===== config.mk =====
export PLATFORM = sky130hd
export DESIGN_NAME = adc_cfg_bank
export DESIGN_NICKNAME = d
export VERILOG_FILES = /design/src/hdl/adc_cfg_pkg.sv /design/src/hdl/adc_cfg_bank.sv
export VERILOG_INCLUDE_DIRS = /design/src /design/src/hdl
export SDC_FILE = /design/constraint.sdc
export NUM_CORES = 1
export LEC_CHECK = 0
export BUFFER_PORTS_ARGS = -buffer_cell sky130_fd_sc_hd__buf_2
export CAP_MARGIN = 5
export CORE_ASPECT_RATIO = 1.2
export CORE_MARGIN = 10
export CORE_UTILIZATION = 63
export CTS_CLUSTER_SIZE = 12
export DETAILED_ROUTE_END_ITERATION = 6
export PLACE_DENSITY = 0.89
export SYNTH_ARGS = -nofsm -noshare
export SYNTH_HDL_FRONTEND = slang
export SYNTH_SLANG_ARGS = --single-unit

===== constraint.sdc =====
create_clock -name MCLK -period 3.73 [get_ports MCLK]
set_input_delay 0.373 -clock MCLK [delete_from_list [all_inputs] [get_ports MCLK]]
set_output_delay 0.373 -clock MCLK [all_outputs]
set_load 0.02 [all_outputs]

===== src/hdl/adc_cfg_cfg.svh =====
`ifndef ADC_CFG_CFG_SVH
`define ADC_CFG_CFG_SVH
// Register addresses
`define A_CTRL 8'h00
`define A_SWING 8'h01
`define A_TUNE_A 8'h03
`define A_TUNE_B 8'h06
`define A_CHA 8'h25
`define A_FMT 8'h29
`define A_CHB 8'h2b
`define A_OFFS 8'h3d
`define A_UPAT_H 8'h3f
`define A_UPAT_L 8'h40
`define A_OIF 8'h41
`define A_CDLY 8'h42
`define A_DIG 8'h44
`define A_PWR 8'h45
`define A_TUNE_C 8'hba
`define A_PED_A 8'hbf
`define A_PED_B 8'hc1
`define A_SWEN 8'hf1
// Field positions
`define B_RESET 1
`define B_READOUT 0
`define B_SNR 1
`define B_OFFS 5
`define B_DIG 0
`define B_QSLEEP 7
`define B_CLKDBL 6
`define B_DATDBL 5
`define B_SHUT 2
`define B_TUNE3 3
// Reset value of every register
`define REG_RST 8'h00
// Fixed codes
`define TOG_HI 14'h2aaa
`define TOG_LO 14'h1555
`define GAIN_MAX 4'hc
// Timing
`define MCLK_MHZ 50
`define POWER_AND_DRIVE_CFG_WAKE_US 50
`define PDN_WAKE_US 100
`define POWER_AND_DRIVE_CFG_WAKE_CYC (`POWER_AND_DRIVE_CFG_WAKE_US * `MCLK_MHZ)
`define PDN_WAKE_CYC_DEF (`PDN_WAKE_US * `MCLK_MHZ)
`endif


===== src/hdl/adc_cfg_pkg.sv =====
`default_nettype none
package adc_cfg_pkg;
  typedef enum logic [1:0] {
    PWR_RUN = 2'b00,
    PWR_POWER_AND_DRIVE_CFG = 2'b01,
    PWR_OFF = 2'b10,
    PWR_WAKE = 2'b11
  } pwr_e;
  typedef enum logic [2:0] {
    PAT_NORM = 3'b000,
    PAT_ZERO = 3'b001,
    PAT_ONES = 3'b010,
    PAT_TOG = 3'b011,
    PAT_RAMP = 3'b100,
    PAT_USER = 3'b101
  } pat_e;
  typedef struct packed {
    logic readout;
    logic [5:0] swing;
    logic snr_boost_bit;
    logic [1:0] tuning_pair;
    logic [3:0] chan_a_gain_step;
    logic [2:0] chan_a_pattern_sel;
    logic [1:0] fmt;
    logic [3:0] chan_b_gain_step;
    logic [2:0] chan_b_pattern_sel;
    logic offset_loop_on;
    logic [13:0] upat;
    logic [1:0] ifsel;
    logic [1:0] parallel_clock_drive;
    logic [1:0] output_buffer_off;
    logic [3:0] clock_output_delay_sel;
    logic dig_en;
    logic quick_sleep;
    logic clock_drive_double;
    logic data_drive_double;
    logic full_shutdown;
    logic tuning_bit_three;
    logic [5:0] chan_a_pedestal_value;
    logic [5:0] chan_b_pedestal_value;
    logic [1:0] swing_en;
  } regs_s;
  typedef struct packed {
    regs_s r;
    pwr_e pwr;
    logic [12:0] wake_cnt;
    logic sclk;
    logic [4:0] bit_cnt;
    logic [14:0] sh;
    logic [7:0] rd_sh;
    logic tog;
    logic [13:0] ramp;
    logic [13:0] dat_a;
    logic [13:0] dat_b;
  } state_s;
  typedef struct packed {
    logic [13:0] a;
    logic [13:0] b;
    logic valid;
  } smp_s;
  typedef struct packed {
    logic [13:0] a;
    logic [13:0] b;
  } dout_s;
  typedef struct packed {
    logic [5:0] swing;
    logic par_mode;
    logic [1:0] par_clk_drive;
    logic [3:0] clk_delay;
    logic clk_double;
    logic data_double;
    logic [3:0] gain_a;
    logic [3:0] gain_b;
    logic snr_boost;
    logic [2:0] tuning;
    logic offs_on;
    logic [5:0] ped_a;
    logic [5:0] ped_b;
  } acfg_s;
endpackage
`default_nettype wire


===== src/hdl/adc_cfg_bank.sv =====
`timescale 1ns/10ps
`default_nettype none
`include "adc_cfg_cfg.svh"
module adc_cfg_bank #(
  parameter int PDN_WAKE_CYC = `PDN_WAKE_CYC_DEF
) (
  // Clock and reset
  input wire logic MCLK,
  input wire logic RST_N,
  // Serial configuration port
  input wire logic CFG_SEN_N,
  input wire logic CFG_SCLK,
  input wire logic CFG_SDI,
  output logic CFG_SDO_O,
  output logic CFG_SDO_OE,
  // Converter samples
  input wire adc_cfg_pkg::smp_s SMP,
  // Output words and buffer enables
  output adc_cfg_pkg::dout_s DOUT,
  output logic DATA_A_OE,
  output logic DATA_B_OE,
  output logic CLK_OE,
  // Analog and pad settings
  output adc_cfg_pkg::acfg_s ACFG,
  // Power state
  output logic CORE_ON,
  output logic REF_ON,
  output logic CORE_READY
);
  import adc_cfg_pkg::*;

  // ----------------------------------------
  // Field decode
  // ----------------------------------------
  function automatic logic [2:0] pat_fix(input logic [2:0] p);
    pat_fix = (p > 3'h5) ? 3'h0 : p;
  endfunction

  function automatic logic [3:0] gain_fix(input logic [3:0] g);
    gain_fix = (g > `GAIN_MAX) ? 4'h0 : g;
  endfunction

  function automatic logic [5:0] swing_fix(input logic [5:0] s);
    unique case (s)
      6'h00, 6'h1b, 6'h32, 6'h14, 6'h3e, 6'h0f: swing_fix = s;
      default: swing_fix = 6'h00;
    endcase
  endfunction

  function automatic logic [3:0] dly_fix(input logic [3:0] d);
    unique case (d)
      4'h0, 4'h1, 4'h2, 4'h3, 4'h7, 4'hb, 4'hf: dly_fix = d;
      default: dly_fix = 4'h0;
    endcase
  endfunction

  // ----------------------------------------
  // Register write and readback
  // ----------------------------------------
  // Only defined fields are stored, so reserved bits read zero
  function automatic regs_s reg_wr(input regs_s r, input logic [7:0] a,
                                   input logic [7:0] d);
    reg_wr = r;
    unique case (a)
      `A_CTRL: begin
        if (d[`B_RESET]) begin
          reg_wr = '0;
        end
        reg_wr.readout = d[`B_READOUT];
      end
      `A_SWING: reg_wr.swing = d[7:2];
      `A_TUNE_A: reg_wr.snr_boost_bit = d[`B_SNR];
      `A_TUNE_B: reg_wr.tuning_pair = d[2:1];
      `A_CHA: begin
        reg_wr.chan_a_gain_step = d[7:4];
        reg_wr.chan_a_pattern_sel = d[2:0];
      end
      `A_FMT: reg_wr.fmt = d[4:3];
      `A_CHB: begin
        reg_wr.chan_b_gain_step = d[7:4];
        reg_wr.chan_b_pattern_sel = d[2:0];
      end
      `A_OFFS: reg_wr.offset_loop_on = d[`B_OFFS];
      `A_UPAT_H: reg_wr.upat[13:8] = d[5:0];
      `A_UPAT_L: reg_wr.upat[7:0] = d;
      `A_OIF: begin
        reg_wr.ifsel = d[7:6];
        reg_wr.parallel_clock_drive = d[5:4];
        reg_wr.output_buffer_off = d[1:0];
      end
      `A_CDLY: reg_wr.clock_output_delay_sel = d[7:4];
      `A_DIG: reg_wr.dig_en = d[`B_DIG];
      `A_PWR: begin
        reg_wr.quick_sleep = d[`B_QSLEEP];
        reg_wr.clock_drive_double = d[`B_CLKDBL];
        reg_wr.data_drive_double = d[`B_DATDBL];
        reg_wr.full_shutdown = d[`B_SHUT];
      end
      `A_TUNE_C: reg_wr.tuning_bit_three = d[`B_TUNE3];
      `A_PED_A: reg_wr.chan_a_pedestal_value = d[7:2];
      `A_PED_B: reg_wr.chan_b_pedestal_value = d[7:2];
      `A_SWEN: reg_wr.swing_en = d[1:0];
      default: reg_wr = r;
    endcase
  endfunction

  function automatic logic [7:0] reg_rd(input regs_s r, input logic [7:0] a);
    unique case (a)
      `A_SWING: reg_rd = {r.swing, 2'h0};
      `A_TUNE_A: reg_rd = {6'h00, r.snr_boost_bit, 1'b0};
      `A_TUNE_B: reg_rd = {5'h00, r.tuning_pair, 1'b0};
      `A_CHA: reg_rd = {r.chan_a_gain_step, 1'b0, r.chan_a_pattern_sel};
      `A_FMT: reg_rd = {3'h0, r.fmt, 3'h0};
      `A_CHB: reg_rd = {r.chan_b_gain_step, 1'b0, r.chan_b_pattern_sel};
      `A_OFFS: reg_rd = {2'h0, r.offset_loop_on, 5'h00};
      `A_UPAT_H: reg_rd = {2'h0, r.upat[13:8]};
      `A_UPAT_L: reg_rd = r.upat[7:0];
      `A_OIF: reg_rd = {r.ifsel, r.parallel_clock_drive, 2'h0,
                        r.output_buffer_off};
      `A_CDLY: reg_rd = {r.clock_output_delay_sel, 4'h0};
      `A_DIG: reg_rd = {7'h00, r.dig_en};
      `A_PWR: reg_rd = {r.quick_sleep, r.clock_drive_double,
                        r.data_drive_double, 2'h0, r.full_shutdown, 2'h0};
      `A_TUNE_C: reg_rd = {4'h0, r.tuning_bit_three, 3'h0};
      `A_PED_A: reg_rd = {r.chan_a_pedestal_value, 2'h0};
      `A_PED_B: reg_rd = {r.chan_b_pedestal_value, 2'h0};
      `A_SWEN: reg_rd = {6'h00, r.swing_en};
      // Control register holds reset and readout, so it reads zero
      default: reg_rd = `REG_RST;
    endcase
  endfunction

  // Test pattern source for one channel, digital enable gates the pattern select but not the offset binary flip
  function automatic logic [13:0] chan_out(input logic [2:0] sel,
                                           input logic [13:0] smp,
                                           input regs_s r,
                                           input logic tog,
                                           input logic [13:0] ramp);
    unique case (sel)
      PAT_ZERO: chan_out = 14'h0000;
      PAT_ONES: chan_out = 14'h3fff;
      PAT_TOG: chan_out = tog ? `TOG_LO : `TOG_HI;
      PAT_RAMP: chan_out = ramp;
      PAT_USER: chan_out = r.upat;
      // Core delivers twos complement; flip sign for offset binary
      default: chan_out = (r.fmt == 2'b11) ? {~smp[13], smp[12:0]} : smp;
    endcase
  endfunction

  // ----------------------------------------
  // State
  // ----------------------------------------
  state_s s_q;
  state_s s_d;
  logic sclk_rise;
  logic [7:0] rx_byte;
  logic [2:0] sel_a;
  logic [2:0] sel_b;
  logic dig_on;

  assign sclk_rise = CFG_SCLK & ~s_q.sclk;
  assign rx_byte = {s_q.sh[6:0], CFG_SDI};
  assign dig_on = s_q.r.dig_en;
  assign sel_a = dig_on ? pat_fix(s_q.r.chan_a_pattern_sel) : 3'h0;
  assign sel_b = dig_on ? pat_fix(s_q.r.chan_b_pattern_sel) : 3'h0;

  always_comb begin
    s_d = s_q;
    s_d.sclk = CFG_SCLK;
    // Serial frame: 8 address bits then 8 data bits, MSB first
    if (CFG_SEN_N) begin
      s_d.bit_cnt = 5'h00;
    end else if (sclk_rise && s_q.bit_cnt != 5'h10) begin
      s_d.sh = {s_q.sh[13:0], CFG_SDI};
      s_d.bit_cnt = s_q.bit_cnt + 5'h01;
      if (s_q.bit_cnt == 5'h07) begin
        s_d.rd_sh = reg_rd(s_q.r, rx_byte);
      end else begin
        s_d.rd_sh = {s_q.rd_sh[6:0], 1'b0};
      end
      // Readout mode blocks writes except to the control register
      if (s_q.bit_cnt == 5'h0f &&
          (!s_q.r.readout || s_q.sh[14:7] == `A_CTRL)) begin
        s_d.r = reg_wr(s_q.r, s_q.sh[14:7], rx_byte);
      end
    end
    // Power sequencing
    unique case (s_q.pwr)
      PWR_RUN: begin
        if (s_q.r.full_shutdown) begin
          s_d.pwr = PWR_OFF;
        end else if (s_q.r.quick_sleep) begin
          s_d.pwr = PWR_POWER_AND_DRIVE_CFG;
        end
      end
      PWR_POWER_AND_DRIVE_CFG: begin
        if (s_q.r.full_shutdown) begin
          s_d.pwr = PWR_OFF;
        end else if (!s_q.r.quick_sleep) begin
          s_d.pwr = PWR_WAKE;
          s_d.wake_cnt = 13'(`POWER_AND_DRIVE_CFG_WAKE_CYC);
        end
      end
      PWR_OFF: begin
        if (!s_q.r.full_shutdown) begin
          s_d.pwr = PWR_WAKE;
          s_d.wake_cnt = 13'(PDN_WAKE_CYC);
        end
      end
      PWR_WAKE: begin
        if (s_q.r.full_shutdown) begin
          s_d.pwr = PWR_OFF;
        end else if (s_q.r.quick_sleep) begin
          s_d.pwr = PWR_POWER_AND_DRIVE_CFG;
        end else if (s_q.wake_cnt <= 13'h0001) begin
          s_d.pwr = PWR_RUN;
        end else begin
          s_d.wake_cnt = s_q.wake_cnt - 13'h0001;
        end
      end
    endcase
    // Sample path advances once per converter sample
    if (SMP.valid) begin
      s_d.tog = ~s_q.tog;
      s_d.ramp = s_q.ramp + 14'h0001;
      s_d.dat_a = chan_out(sel_a, SMP.a, s_q.r, s_q.tog, s_q.ramp);
      s_d.dat_b = chan_out(sel_b, SMP.b, s_q.r, s_q.tog, s_q.ramp);
    end
  end

  always_ff @(posedge MCLK) begin
    if (!RST_N) begin
      s_q <= '0;
    end else begin
      s_q <= s_d;
    end
  end

  // ----------------------------------------
  // Outputs
  // ----------------------------------------
  assign CFG_SDO_O = s_q.rd_sh[7];
  assign CFG_SDO_OE = s_q.r.readout & ~CFG_SEN_N;
  assign DOUT.a = s_q.dat_a;
  assign DOUT.b = s_q.dat_b;
  // Shutdown also floats both data buses and the clock pad, whatever the buffer field says
  assign DATA_A_OE = ~s_q.r.output_buffer_off[1] & ~s_q.r.full_shutdown;
  assign DATA_B_OE = ~s_q.r.output_buffer_off[0] & ~s_q.r.full_shutdown;
  assign CLK_OE = (s_q.r.output_buffer_off != 2'b11) & ~s_q.r.full_shutdown;
  assign CORE_ON = (s_q.pwr == PWR_RUN) || (s_q.pwr == PWR_WAKE);
  assign REF_ON = (s_q.pwr != PWR_OFF);
  assign CORE_READY = (s_q.pwr == PWR_RUN);
  // Swing code is ignored until the override enable reads 11
  assign ACFG.swing = (s_q.r.swing_en == 2'b11) ? swing_fix(s_q.r.swing) : 6'h00;
  assign ACFG.par_mode = (s_q.r.ifsel == 2'b11);
  assign ACFG.par_clk_drive = s_q.r.parallel_clock_drive;
  assign ACFG.clk_delay = dly_fix(s_q.r.clock_output_delay_sel);
  assign ACFG.clk_double = s_q.r.clock_drive_double;
  assign ACFG.data_double = s_q.r.data_drive_double;
  assign ACFG.gain_a = gain_fix(s_q.r.chan_a_gain_step);
  assign ACFG.gain_b = gain_fix(s_q.r.chan_b_gain_step);
  assign ACFG.snr_boost = s_q.r.snr_boost_bit;
  assign ACFG.tuning = {s_q.r.tuning_bit_three, s_q.r.tuning_pair};
  assign ACFG.offs_on = s_q.r.offset_loop_on & dig_on;
  assign ACFG.ped_a = s_q.r.chan_a_pedestal_value;
  assign ACFG.ped_b = s_q.r.chan_b_pedestal_value;
endmodule // adc_cfg_bank
`default_nettype wire


==> metrics.txt, run 1 <==
# TYPE chip_impl_metric gauge
chip_impl_metric{name="multiInputGateArea",unit="mm²"} 0.004765
chip_impl_metric{name="io_buffers",unit=""} 109
chip_impl_info{name="status",value="complete, no violations"} 1
chip_impl_metric{name="path_clk_slew",unit="ns"} 0.06
chip_impl_metric{name="period_utilization",unit="%"} 73.32
chip_impl_metric{name="placed_cells",unit=""} 1264
chip_impl_info{name="most_used_flip_flop_cell_after_synthesis",value="sky130_fd_sc_hd__dfxtp_1"} 1
chip_impl_metric{name="floorplan.die.width",unit="µm"} 127.0
chip_impl_metric{name="initial_standard_cell_utilization_of_the_core",unit="%"} 64.80
chip_impl_metric{name="row_count",unit=""} 46
chip_impl_metric{name="layout_min_cycle_time",unit="ns"} 2.735
chip_impl_metric{name="synthesis.instances",unit=""} 1094
chip_impl_info{name="r2r-end",value="ACFG[4]"} 1
chip_impl_metric{name="detailedPlace.worstSlack",unit="ns"} 1.068
chip_impl_metric{name="timing.clock.skew",unit="ns"} 0.01179
chip_impl_metric{name="synth_top_area_share",unit="%"} 36.56
chip_impl_metric{name="viasPerCell",unit=""} 6.630
chip_impl_metric{name="dieHeight",unit="µm"} 148.4
chip_impl_metric{name="hpwlAfterDp",unit="mm"} 18.96
chip_impl_metric{name="setup_violations",unit=""} 0
chip_impl_metric{name="htree_levels",unit=""} 4
chip_impl_info{name="clock-root-buffer",value="sky130_fd_sc_hd__clkbuf_16"} 1
chip_impl_metric{name="cts_buffers",unit=""} 17
chip_impl_metric{name="final_cell_count_no_fill",unit=""} 1296
chip_impl_info{name="post-synth-top-area-cell",value="sky130_fd_sc_hd__dfxtp_1"} 1
chip_impl_metric{name="wirelength",unit="mm"} 26.40
chip_impl_metric{name="timing_hold_violations_final",unit=""} 0
chip_impl_metric{name="grt_use_total",unit="%"} 26.99
chip_impl_metric{name="core",unit="mm²"} 0.01335
chip_impl_metric{name="cts-hold-fix-buffers",unit=""} 0
chip_impl_metric{name="wire_per_inst",unit="µm"} 20.37
chip_impl_info{name="setup.worst_path.start_class",value="flip-flop"} 1
chip_impl_metric{name="gpl.final_weighted_congestion",unit=""} 1.054
chip_impl_metric{name="num_antenna_cells",unit=""} 0
chip_impl_info{name="rsz_0062_raised_after_global_routing",value="no"} 1
chip_impl_metric{name="num_io_pins",unit=""} 110
chip_impl_metric{name="synth_edf_count",unit=""} 0
chip_impl_metric{name="synth-warning-count",unit=""} 0
chip_impl_metric{name="initial_drt_markers",unit=""} 1190
chip_impl_info{name="rr_startpoint",value="s_q[58]"} 1
chip_impl_metric{name="ys_async_sr_fraction",unit="%"} 0
chip_impl_metric{name="placed_area",unit="mm²"} 0.008897
chip_impl_metric{name="final_layout_size_suffix_gt1_share",unit="%"} 16.05
chip_impl_metric{name="power.ir.vdd_worst",unit="mV"} 0.3817
chip_impl_metric{name="cts.sink_count",unit=""} 158
chip_impl_metric{name="number_of_flip_flops_and_latches_in_the_synthesized_netlist",unit=""} 158
chip_impl_metric{name="syn_nets",unit=""} 1138
chip_impl_metric{name="ctsResizeCount",unit=""} 0
chip_impl_metric{name="first_pass_iters",unit=""} 7
chip_impl_metric{name="first_pass_grt_wire_length",unit="mm"} 42.11
chip_impl_info{name="cp-endpoint",value="ACFG[4]"} 1
chip_impl_metric{name="cts_setup_buffers",unit=""} 0
chip_impl_metric{name="ff_latch_area",unit="mm²"} 0.003163
chip_impl_info{name="final_common_cell",value="sky130_fd_sc_hd__dfxtp_1"} 1
chip_impl_metric{name="fillCellCount",unit=""} 1037
chip_impl_metric{name="syn_area",unit="mm²"} 0.008652
chip_impl_metric{name="fin_tns_setup",unit="ns"} 0
chip_impl_metric{name="slew_viol_final",unit=""} 0
chip_impl_metric{name="die_area",unit="mm²"} 0.01884
chip_impl_info{name="timing.setup.critical_path_class",value="flip-flop to flip-flop"} 1
chip_impl_metric{name="timing_worst_slew_pin_value",unit="ns"} 1.021
chip_impl_metric{name="flow.area_growth_from_synthesis",unit="%"} 9.993
chip_impl_info{name="mostFrequentLayoutCells",value="sky130_fd_sc_hd__dfxtp_1, sky130_fd_sc_hd__nand2_1, sky130_fd_sc_hd__nor2_1, sky130_fd_sc_hd__buf_2, sky130_fd_sc_hd__a21oi_1"} 1
chip_impl_metric{name="maxCapViolCount",unit=""} 0
chip_impl_metric{name="antenna_left",unit=""} 0
chip_impl_metric{name="r2r_cells",unit=""} 6
chip_impl_metric{name="cts-root-to-sink-buffers",unit=""} 2
chip_impl_metric{name="drc",unit=""} 0
chip_impl_metric{name="power.total",unit="W"} 0.004028
chip_impl_metric{name="p_leak",unit="nW"} 3.656
chip_impl_metric{name="grt_remaining_overflow",unit=""} 0
chip_impl_metric{name="via_count_of_the_first_global_routing_pass",unit=""} 8138
chip_impl_metric{name="seq_area_frac_synth",unit="%"} 36.56
chip_impl_metric{name="worstSkewPairLatency",unit="ns"} 0.44
chip_impl_metric{name="design_area",unit="mm²"} 0.009517
chip_impl_metric{name="grt_max_degree",unit=""} 56
chip_impl_metric{name="grt_antenna_before_repair",unit=""} 0
chip_impl_metric{name="cp_data_arrival_time",unit="ns"} 3.06
chip_impl_metric{name="critical_path_peak_fanout",unit=""} 11
chip_impl_metric{name="max_slew_margin",unit="%"} 31.79
chip_impl_info{name="critPathLaunch",value="s_q[58]"} 1
chip_impl_metric{name="fmax",unit="GHz"} 0.3656
chip_impl_metric{name="design.final.nets",unit=""} 1159
chip_impl_metric{name="setup_ws",unit="ns"} 0.9951
chip_impl_info{name="cp-end-kind",value="flip-flop"} 1
chip_impl_info{name="synth.area.top_cells",value="sky130_fd_sc_hd__dfxtp_1, sky130_fd_sc_hd__nand2_1, sky130_fd_sc_hd__nor2_1"} 1
chip_impl_metric{name="worst-endpoint-required",unit="ns"} 4.06
chip_impl_info{name="hold_class",value="primary input to flip-flop"} 1
chip_impl_metric{name="routed-via-count",unit=""} 8592
chip_impl_metric{name="synth_cell_types",unit=""} 74
chip_impl_metric{name="cellPowerDensity",unit="mW/mm²"} 423.3
chip_impl_metric{name="synth.avg_cell_area",unit="µm²"} 7.909
chip_impl_metric{name="ff2ff_setup_slack",unit="ns"} 1.0
chip_impl_info{name="cts_tree",value="done"} 1
per-stage QoR:
stage	hold WS, ns	util [%]
finish	0.1408	71.27
global route	0.1679	71.27
CTS	0.1437	71.27
detailed placement	0.4590	66.63
global placement	0.4477	66.63
floorplan	0.4370	-
Yosys cell counts, types with 9 or more instances:
master	n
sky130_fd_sc_hd__or4_1	9
sky130_fd_sc_hd__xor2_1	14
sky130_fd_sc_hd__ha_1	10
sky130_fd_sc_hd__nor3_1	27
sky130_fd_sc_hd__a211oi_1	9
sky130_fd_sc_hd__buf_4	48
sky130_fd_sc_hd__nand3_1	35
sky130_fd_sc_hd__nor2_1	126
sky130_fd_sc_hd__mux2i_1	38
sky130_fd_sc_hd__clkbuf_1	65
sky130_fd_sc_hd__o21ai_0	37
sky130_fd_sc_hd__nor2b_1	10
sky130_fd_sc_hd__nor4_1	14
sky130_fd_sc_hd__inv_1	18
sky130_fd_sc_hd__o22ai_1	39
sky130_fd_sc_hd__a22oi_1	33
sky130_fd_sc_hd__nor3b_1	9
sky130_fd_sc_hd__nand2_1	133
sky130_fd_sc_hd__and3_1	11
sky130_fd_sc_hd__a21oi_1	78
sky130_fd_sc_hd__a32o_1	22
sky130_fd_sc_hd__dfxtp_1	158
sky130_fd_sc_hd__or3_1	10
sky130_fd_sc_hd__and2_1	18
report_power, final:
| group | internal [W] | switching, W |
|---|---|---|
| clock network | 0.00109 | 0.000766 |
| logic | 0.000141 | 0.000259 |
| registers | 0.00173 | 0.0000415 |
worst min-delay path by stage:
stage / slack, ns / cells past startpoint / to / from
after floorplan: 0.44 / 2 / s_q[43] / s_q[43]
after global placement: 0.45 / 2 / s_q[43] / s_q[43]
after detailed placement: 0.46 / 2 / s_q[43] / s_q[43]
after CTS: 0.14 / 2 / s_q[71] / CFG_SCLK
after global routing: 0.17 / 2 / s_q[71] / CFG_SCLK
final: 0.14 / 2 / s_q[71] / CFG_SCLK
layout make-up:
type	instances	area share (%)
timing repair buffer	128	7.231
inverter	19	0.7494
sequential	158	33.24
clock inverter	14	1.893
tap	168	2.209
clock buffer	18	4.615
multi-input combinational	791	50.07
sequential cells by signal, summed over array words and instances, names as in the netlist:
| register | cells |
|---|---|
| CFG_SDO_O | 1 |
| rx_byte | 7 |
| s_q | 101 |
| ACFG | 20 |
| DOUT | 28 |
| dig_on | 1 |
cells by family (layout without fill, tap and decap cells):
logic type | after synthesis | count (layout) | synth area share [%]
AO/OA/AOI/OAI | 272 | 272 | 20.90
flip-flops | 158 | 158 | 36.56
buffers and inverters | 145 | 179 | 8.633
AND/OR/NAND/NOR | 443 | 443 | 25.06
adder cells (fa/ha/maj) | 10 | 10 | 1.446
XOR/XNOR | 22 | 22 | 2.227
multiplexers | 44 | 44 | 5.177
metal layers:
layer / up-vias / track usage (%) / part of all wire, %
li1: 3950 / - / -
met2: 586 / 44.52 / 47
met3: 112 / 6.152 / 10
met1: 3944 / 31.98 / 38
met4: 0 / 13.97 / 4.6
met5: - / 0 / 0
worst max-delay path, cell delays in order (launching register included):
cell and delay (ns):
sky130_fd_sc_hd__dfxtp_1 0.49, sky130_fd_sc_hd__nor2b_1 0.51, sky130_fd_sc_hd__and3_1 0.25, sky130_fd_sc_hd__nand3_1 0.09, sky130_fd_sc_hd__nor3_1 0.71, sky130_fd_sc_hd__nor2_1 0.25
sky130_fd_sc_hd__a32o_1 0.32
Power figures use the tool's default switching activity.
==> inputs of run 2 (changes only) <==
ABC_AREA = 1   (was not set)
CORE_UTILIZATION = 59   (was 63)
PLACE_DENSITY = 0.84   (was 0.89)
clock period = 2.7 ns   (was 3.73 ns; I/O delays follow)
==> metrics.txt, run 2 <==
# TYPE chip_impl_metric gauge
chip_impl_metric{name="power.total",unit="W"} 0.005886
chip_impl_metric{name="timing.clock.skew",unit="ns"} 0.01003
chip_impl_metric{name="r2r_cells",unit=""} 9
chip_impl_info{name="netlist_top_cells_count",value="sky130_fd_sc_hd__nand2_1, sky130_fd_sc_hd__nor2_1, sky130_fd_sc_hd__dfxtp_1"} 1
chip_impl_metric{name="final_cell_count_no_fill",unit=""} 1647
chip_impl_metric{name="grt_use_total",unit="%"} 27.80
chip_impl_metric{name="detailedPlace.worstSlack",unit="ns"} 0.4635
chip_impl_info{name="post-synth-top-count-cell",value="sky130_fd_sc_hd__nand2_1"} 1
chip_impl_metric{name="grt_max_degree",unit=""} 56
chip_impl_info{name="most_used_flip_flop_cell_after_synthesis",value="sky130_fd_sc_hd__dfxtp_1"} 1
chip_impl_info{name="clock-root-buffer",value="sky130_fd_sc_hd__clkbuf_16"} 1
chip_impl_metric{name="setup_violations",unit=""} 0
chip_impl_metric{name="via_count_of_the_first_global_routing_pass",unit=""} 9055
chip_impl_metric{name="ys_async_sr_fraction",unit="%"} 0
chip_impl_metric{name="initial_drt_markers",unit=""} 1103
chip_impl_metric{name="gpl.final_weighted_congestion",unit=""} 1.011
chip_impl_metric{name="grt_antenna_before_repair",unit=""} 0
chip_impl_metric{name="ctsResizeCount",unit=""} 0
chip_impl_metric{name="drc",unit=""} 0
chip_impl_info{name="path_common_cell",value="sky130_fd_sc_hd__inv_1"} 1
chip_impl_info{name="post-synth-top-area-cell",value="sky130_fd_sc_hd__dfxtp_1"} 1
chip_impl_info{name="r2r-end",value="DOUT[4]"} 1
chip_impl_metric{name="critical_path_peak_fanout",unit=""} 10
chip_impl_metric{name="seq_area_frac_synth",unit="%"} 35.18
chip_impl_metric{name="critPathBufInv",unit=""} 3
chip_impl_metric{name="first_pass_grt_wire_length",unit="mm"} 46.82
chip_impl_metric{name="wire_per_inst",unit="µm"} 17.99
chip_impl_info{name="cp-end-kind",value="flip-flop"} 1
chip_impl_metric{name="core",unit="mm²"} 0.01496
chip_impl_metric{name="placed_cells",unit=""} 1615
chip_impl_metric{name="num_io_pins",unit=""} 110
chip_impl_metric{name="worstSkewPairLatency",unit="ns"} 0.44
chip_impl_metric{name="fin_tns_setup",unit="ns"} 0
chip_impl_info{name="worst_hold_startpoint",value="CFG_SCLK"} 1
chip_impl_metric{name="synth_cell_types",unit=""} 42
chip_impl_info{name="rr_startpoint",value="dig_on"} 1
chip_impl_metric{name="synth-warning-count",unit=""} 0
chip_impl_metric{name="setup_ws",unit="ns"} 0.3010
chip_impl_metric{name="cellPowerDensity",unit="mW/mm²"} 584.8
chip_impl_metric{name="num_antenna_cells",unit=""} 0
chip_impl_metric{name="critical_path_depth",unit=""} 9
chip_impl_metric{name="die_area",unit="mm²"} 0.02060
chip_impl_metric{name="cp_data_arrival_time",unit="ns"} 2.72
chip_impl_metric{name="row_count",unit=""} 49
chip_impl_metric{name="period_utilization",unit="%"} 88.85
chip_impl_metric{name="design.final.nets",unit=""} 1474
chip_impl_metric{name="grt_remaining_overflow",unit=""} 0
chip_impl_metric{name="final_layout_size_suffix_gt1_share",unit="%"} 13.79
chip_impl_metric{name="flow.area_growth_from_synthesis",unit="%"} 11.96
chip_impl_metric{name="antenna_left",unit=""} 0
chip_impl_metric{name="synth_edf_count",unit=""} 0
chip_impl_metric{name="synthesis.instances",unit=""} 1379
chip_impl_metric{name="first_pass_iters",unit=""} 6
chip_impl_info{name="status",value="complete, no violations"} 1
chip_impl_metric{name="worstHoldPathCells",unit=""} 3
chip_impl_info{name="register_with_the_highest_flop_count",value="s_q"} 1
chip_impl_metric{name="fmax",unit="GHz"} 0.4168
chip_impl_metric{name="max_slew_margin",unit="%"} 46.75
chip_impl_metric{name="cts_buffers",unit=""} 17
chip_impl_metric{name="power.ir.vdd_worst",unit="mV"} 0.3782
chip_impl_metric{name="timing_worst_slew_pin_value",unit="ns"} 0.7935
chip_impl_metric{name="wirelength",unit="mm"} 29.63
chip_impl_info{name="slowest_stage",value="sky130_fd_sc_hd__dfxtp_1"} 1
chip_impl_info{name="cpLargestDelayFamily",value="compound AO/OA/AOI/OAI gates"} 1
chip_impl_info{name="setup.worst_path.start_class",value="flip-flop"} 1
chip_impl_metric{name="synth.avg_cell_area",unit="µm²"} 6.519
chip_impl_metric{name="routed-via-count",unit=""} 9685
chip_impl_metric{name="htree_levels",unit=""} 4
chip_impl_metric{name="ff2ff_setup_slack",unit="ns"} 0.30
chip_impl_info{name="rsz_0062_raised_after_global_routing",value="no"} 1
chip_impl_metric{name="worst-endpoint-required",unit="ns"} 3.02
chip_impl_metric{name="number_of_flip_flops_and_latches_in_the_synthesized_netlist",unit=""} 158
chip_impl_info{name="mostFrequentLayoutCells",value="sky130_fd_sc_hd__nand2_1, sky130_fd_sc_hd__nor2_1, sky130_fd_sc_hd__dfxtp_1, sky130_fd_sc_hd__inv_1, sky130_fd_sc_hd__a21oi_1"} 1
chip_impl_info{name="timing.setup.critical_path_class",value="flip-flop to flip-flop"} 1
chip_impl_metric{name="cts.sink_count",unit=""} 158
chip_impl_info{name="hold_class",value="primary input to flip-flop"} 1
chip_impl_metric{name="hpwlAfterDp",unit="mm"} 21.50
chip_impl_metric{name="slew_viol_final",unit=""} 0
chip_impl_metric{name="initial_standard_cell_utilization_of_the_core",unit="%"} 60.10
chip_impl_metric{name="p_leak",unit="nW"} 4.288
chip_impl_info{name="synth.area.top_cells",value="sky130_fd_sc_hd__dfxtp_1, sky130_fd_sc_hd__nand2_1, sky130_fd_sc_hd__a21oi_1"} 1
chip_impl_metric{name="maxCapViolCount",unit=""} 0
chip_impl_metric{name="floorplan.die.width",unit="µm"} 132.7
chip_impl_metric{name="crit_path_max_incr_delay",unit="ns"} 0.57
chip_impl_metric{name="cts-hold-fix-buffers",unit=""} 0
chip_impl_metric{name="io_buffers",unit=""} 109
chip_impl_metric{name="viasPerCell",unit=""} 5.880
chip_impl_info{name="whs_endpoint",value="s_q[71]"} 1
chip_impl_metric{name="synth_top_area_share",unit="%"} 35.18
chip_impl_metric{name="layout_min_cycle_time",unit="ns"} 2.399
chip_impl_metric{name="cts-root-to-sink-buffers",unit=""} 2
chip_impl_metric{name="syn_area",unit="mm²"} 0.008990
chip_impl_metric{name="syn_nets",unit=""} 1423
chip_impl_metric{name="cts_setup_buffers",unit=""} 0
chip_impl_info{name="crit_chain",value="inv_1 > nor2_1 > o21ai_0 > o21ai_1 > inv_1 > nand2_1 > o2111ai_1 > o21ai_0 > inv_1"} 1
chip_impl_info{name="cts_tree",value="done"} 1
chip_impl_info{name="final_common_cell",value="sky130_fd_sc_hd__nand2_1"} 1
chip_impl_metric{name="path_clk_slew",unit="ns"} 0.06
chip_impl_metric{name="largest_register_ffs",unit=""} 101
chip_impl_metric{name="timing_hold_violations_final",unit=""} 0
chip_impl_metric{name="dieHeight",unit="µm"} 155.2
[run 2: changes by cell type in the layout (fill, tap and decap cells not counted), sizes merged, moves of 40 or more]
| cell | before | now |
|---|---|---|
| nand2 | 133 | 296 |
| a21oi | 78 | 141 |
| inv | 25 | 160 |
| nor2 | 126 | 186 |
| o21ai | 38 | 92 |
| nand3 | 35 | 75 |
[run 2: per-layer routing]
metal  up-vias  global-route usage (%)  wire length, µm
met5         -                       0                0
met4         0                   16.00             1443
met3       114                   5.670             2399
met2       530                   46.61            14070
met1      4418                   32.37            11720
li1       4623                       -                -
[run 2: logic make-up after synthesis]
kind of cell | share of synthesized area [%]
buf+inv | 13.17
flops | 35.18
fa+ha+maj | 1.392
compound gates | 18.97
xor+xnor | 0.8768
simple gates | 30.41
[run 2: metrics by stage]
step	hold slack (ns)	instance area [µm²]	utilization, %
after detailed placement	0.4553	9395	62.81
after global routing	0.05887	10060	67.28
after floorplan	0.3635	8990	-
final	0.04967	10060	67.28
after global placement	0.4524	9395	62.81
after CTS	0.04979	10060	67.28
[run 2: final cells by class]
type | count | area [µm²]
Clock inverter | 14 | 240.2
Tap cell | 204 | 255.2
Inverter | 160 | 600.6
Fill cell | 1381 | 4895
Multi-Input combinational cell | 959 | 4643
Timing Repair Buffer | 134 | 733.2
Clock buffer | 18 | 429.2
Sequential cell | 158 | 3163
[run 2: worst min-delay path: stages]
cell and delay [ns]:
sky130_fd_sc_hd__buf_2 0.10, sky130_fd_sc_hd__nand2_1 0.05, sky130_fd_sc_hd__inv_1 0.04
[run 2: worst max path at each step]
| stage | endpoint | slack [ns] | start |
|---|---|---|---|
| after floorplan | s_q[130] | 0.92 | s_q[66] |
| after global placement | s_q[132] | 0.51 | s_q[66] |
| after detailed placement | DOUT[4] | 0.46 | dig_on |
| after CTS | DOUT[4] | 0.39 | dig_on |
| after global routing | DOUT[4] | 0.17 | dig_on |
| final | DOUT[4] | 0.30 | dig_on |
[run 2: power by group]
part           internal (W)  switching [W]  total [W]  leakage (nW)
registers           0.00240      0.0000588    0.00245          1.28
clock network       0.00174        0.00102    0.00276         0.320
logic              0.000197       0.000477   0.000674          2.68
total               0.00433        0.00156    0.00589          4.29
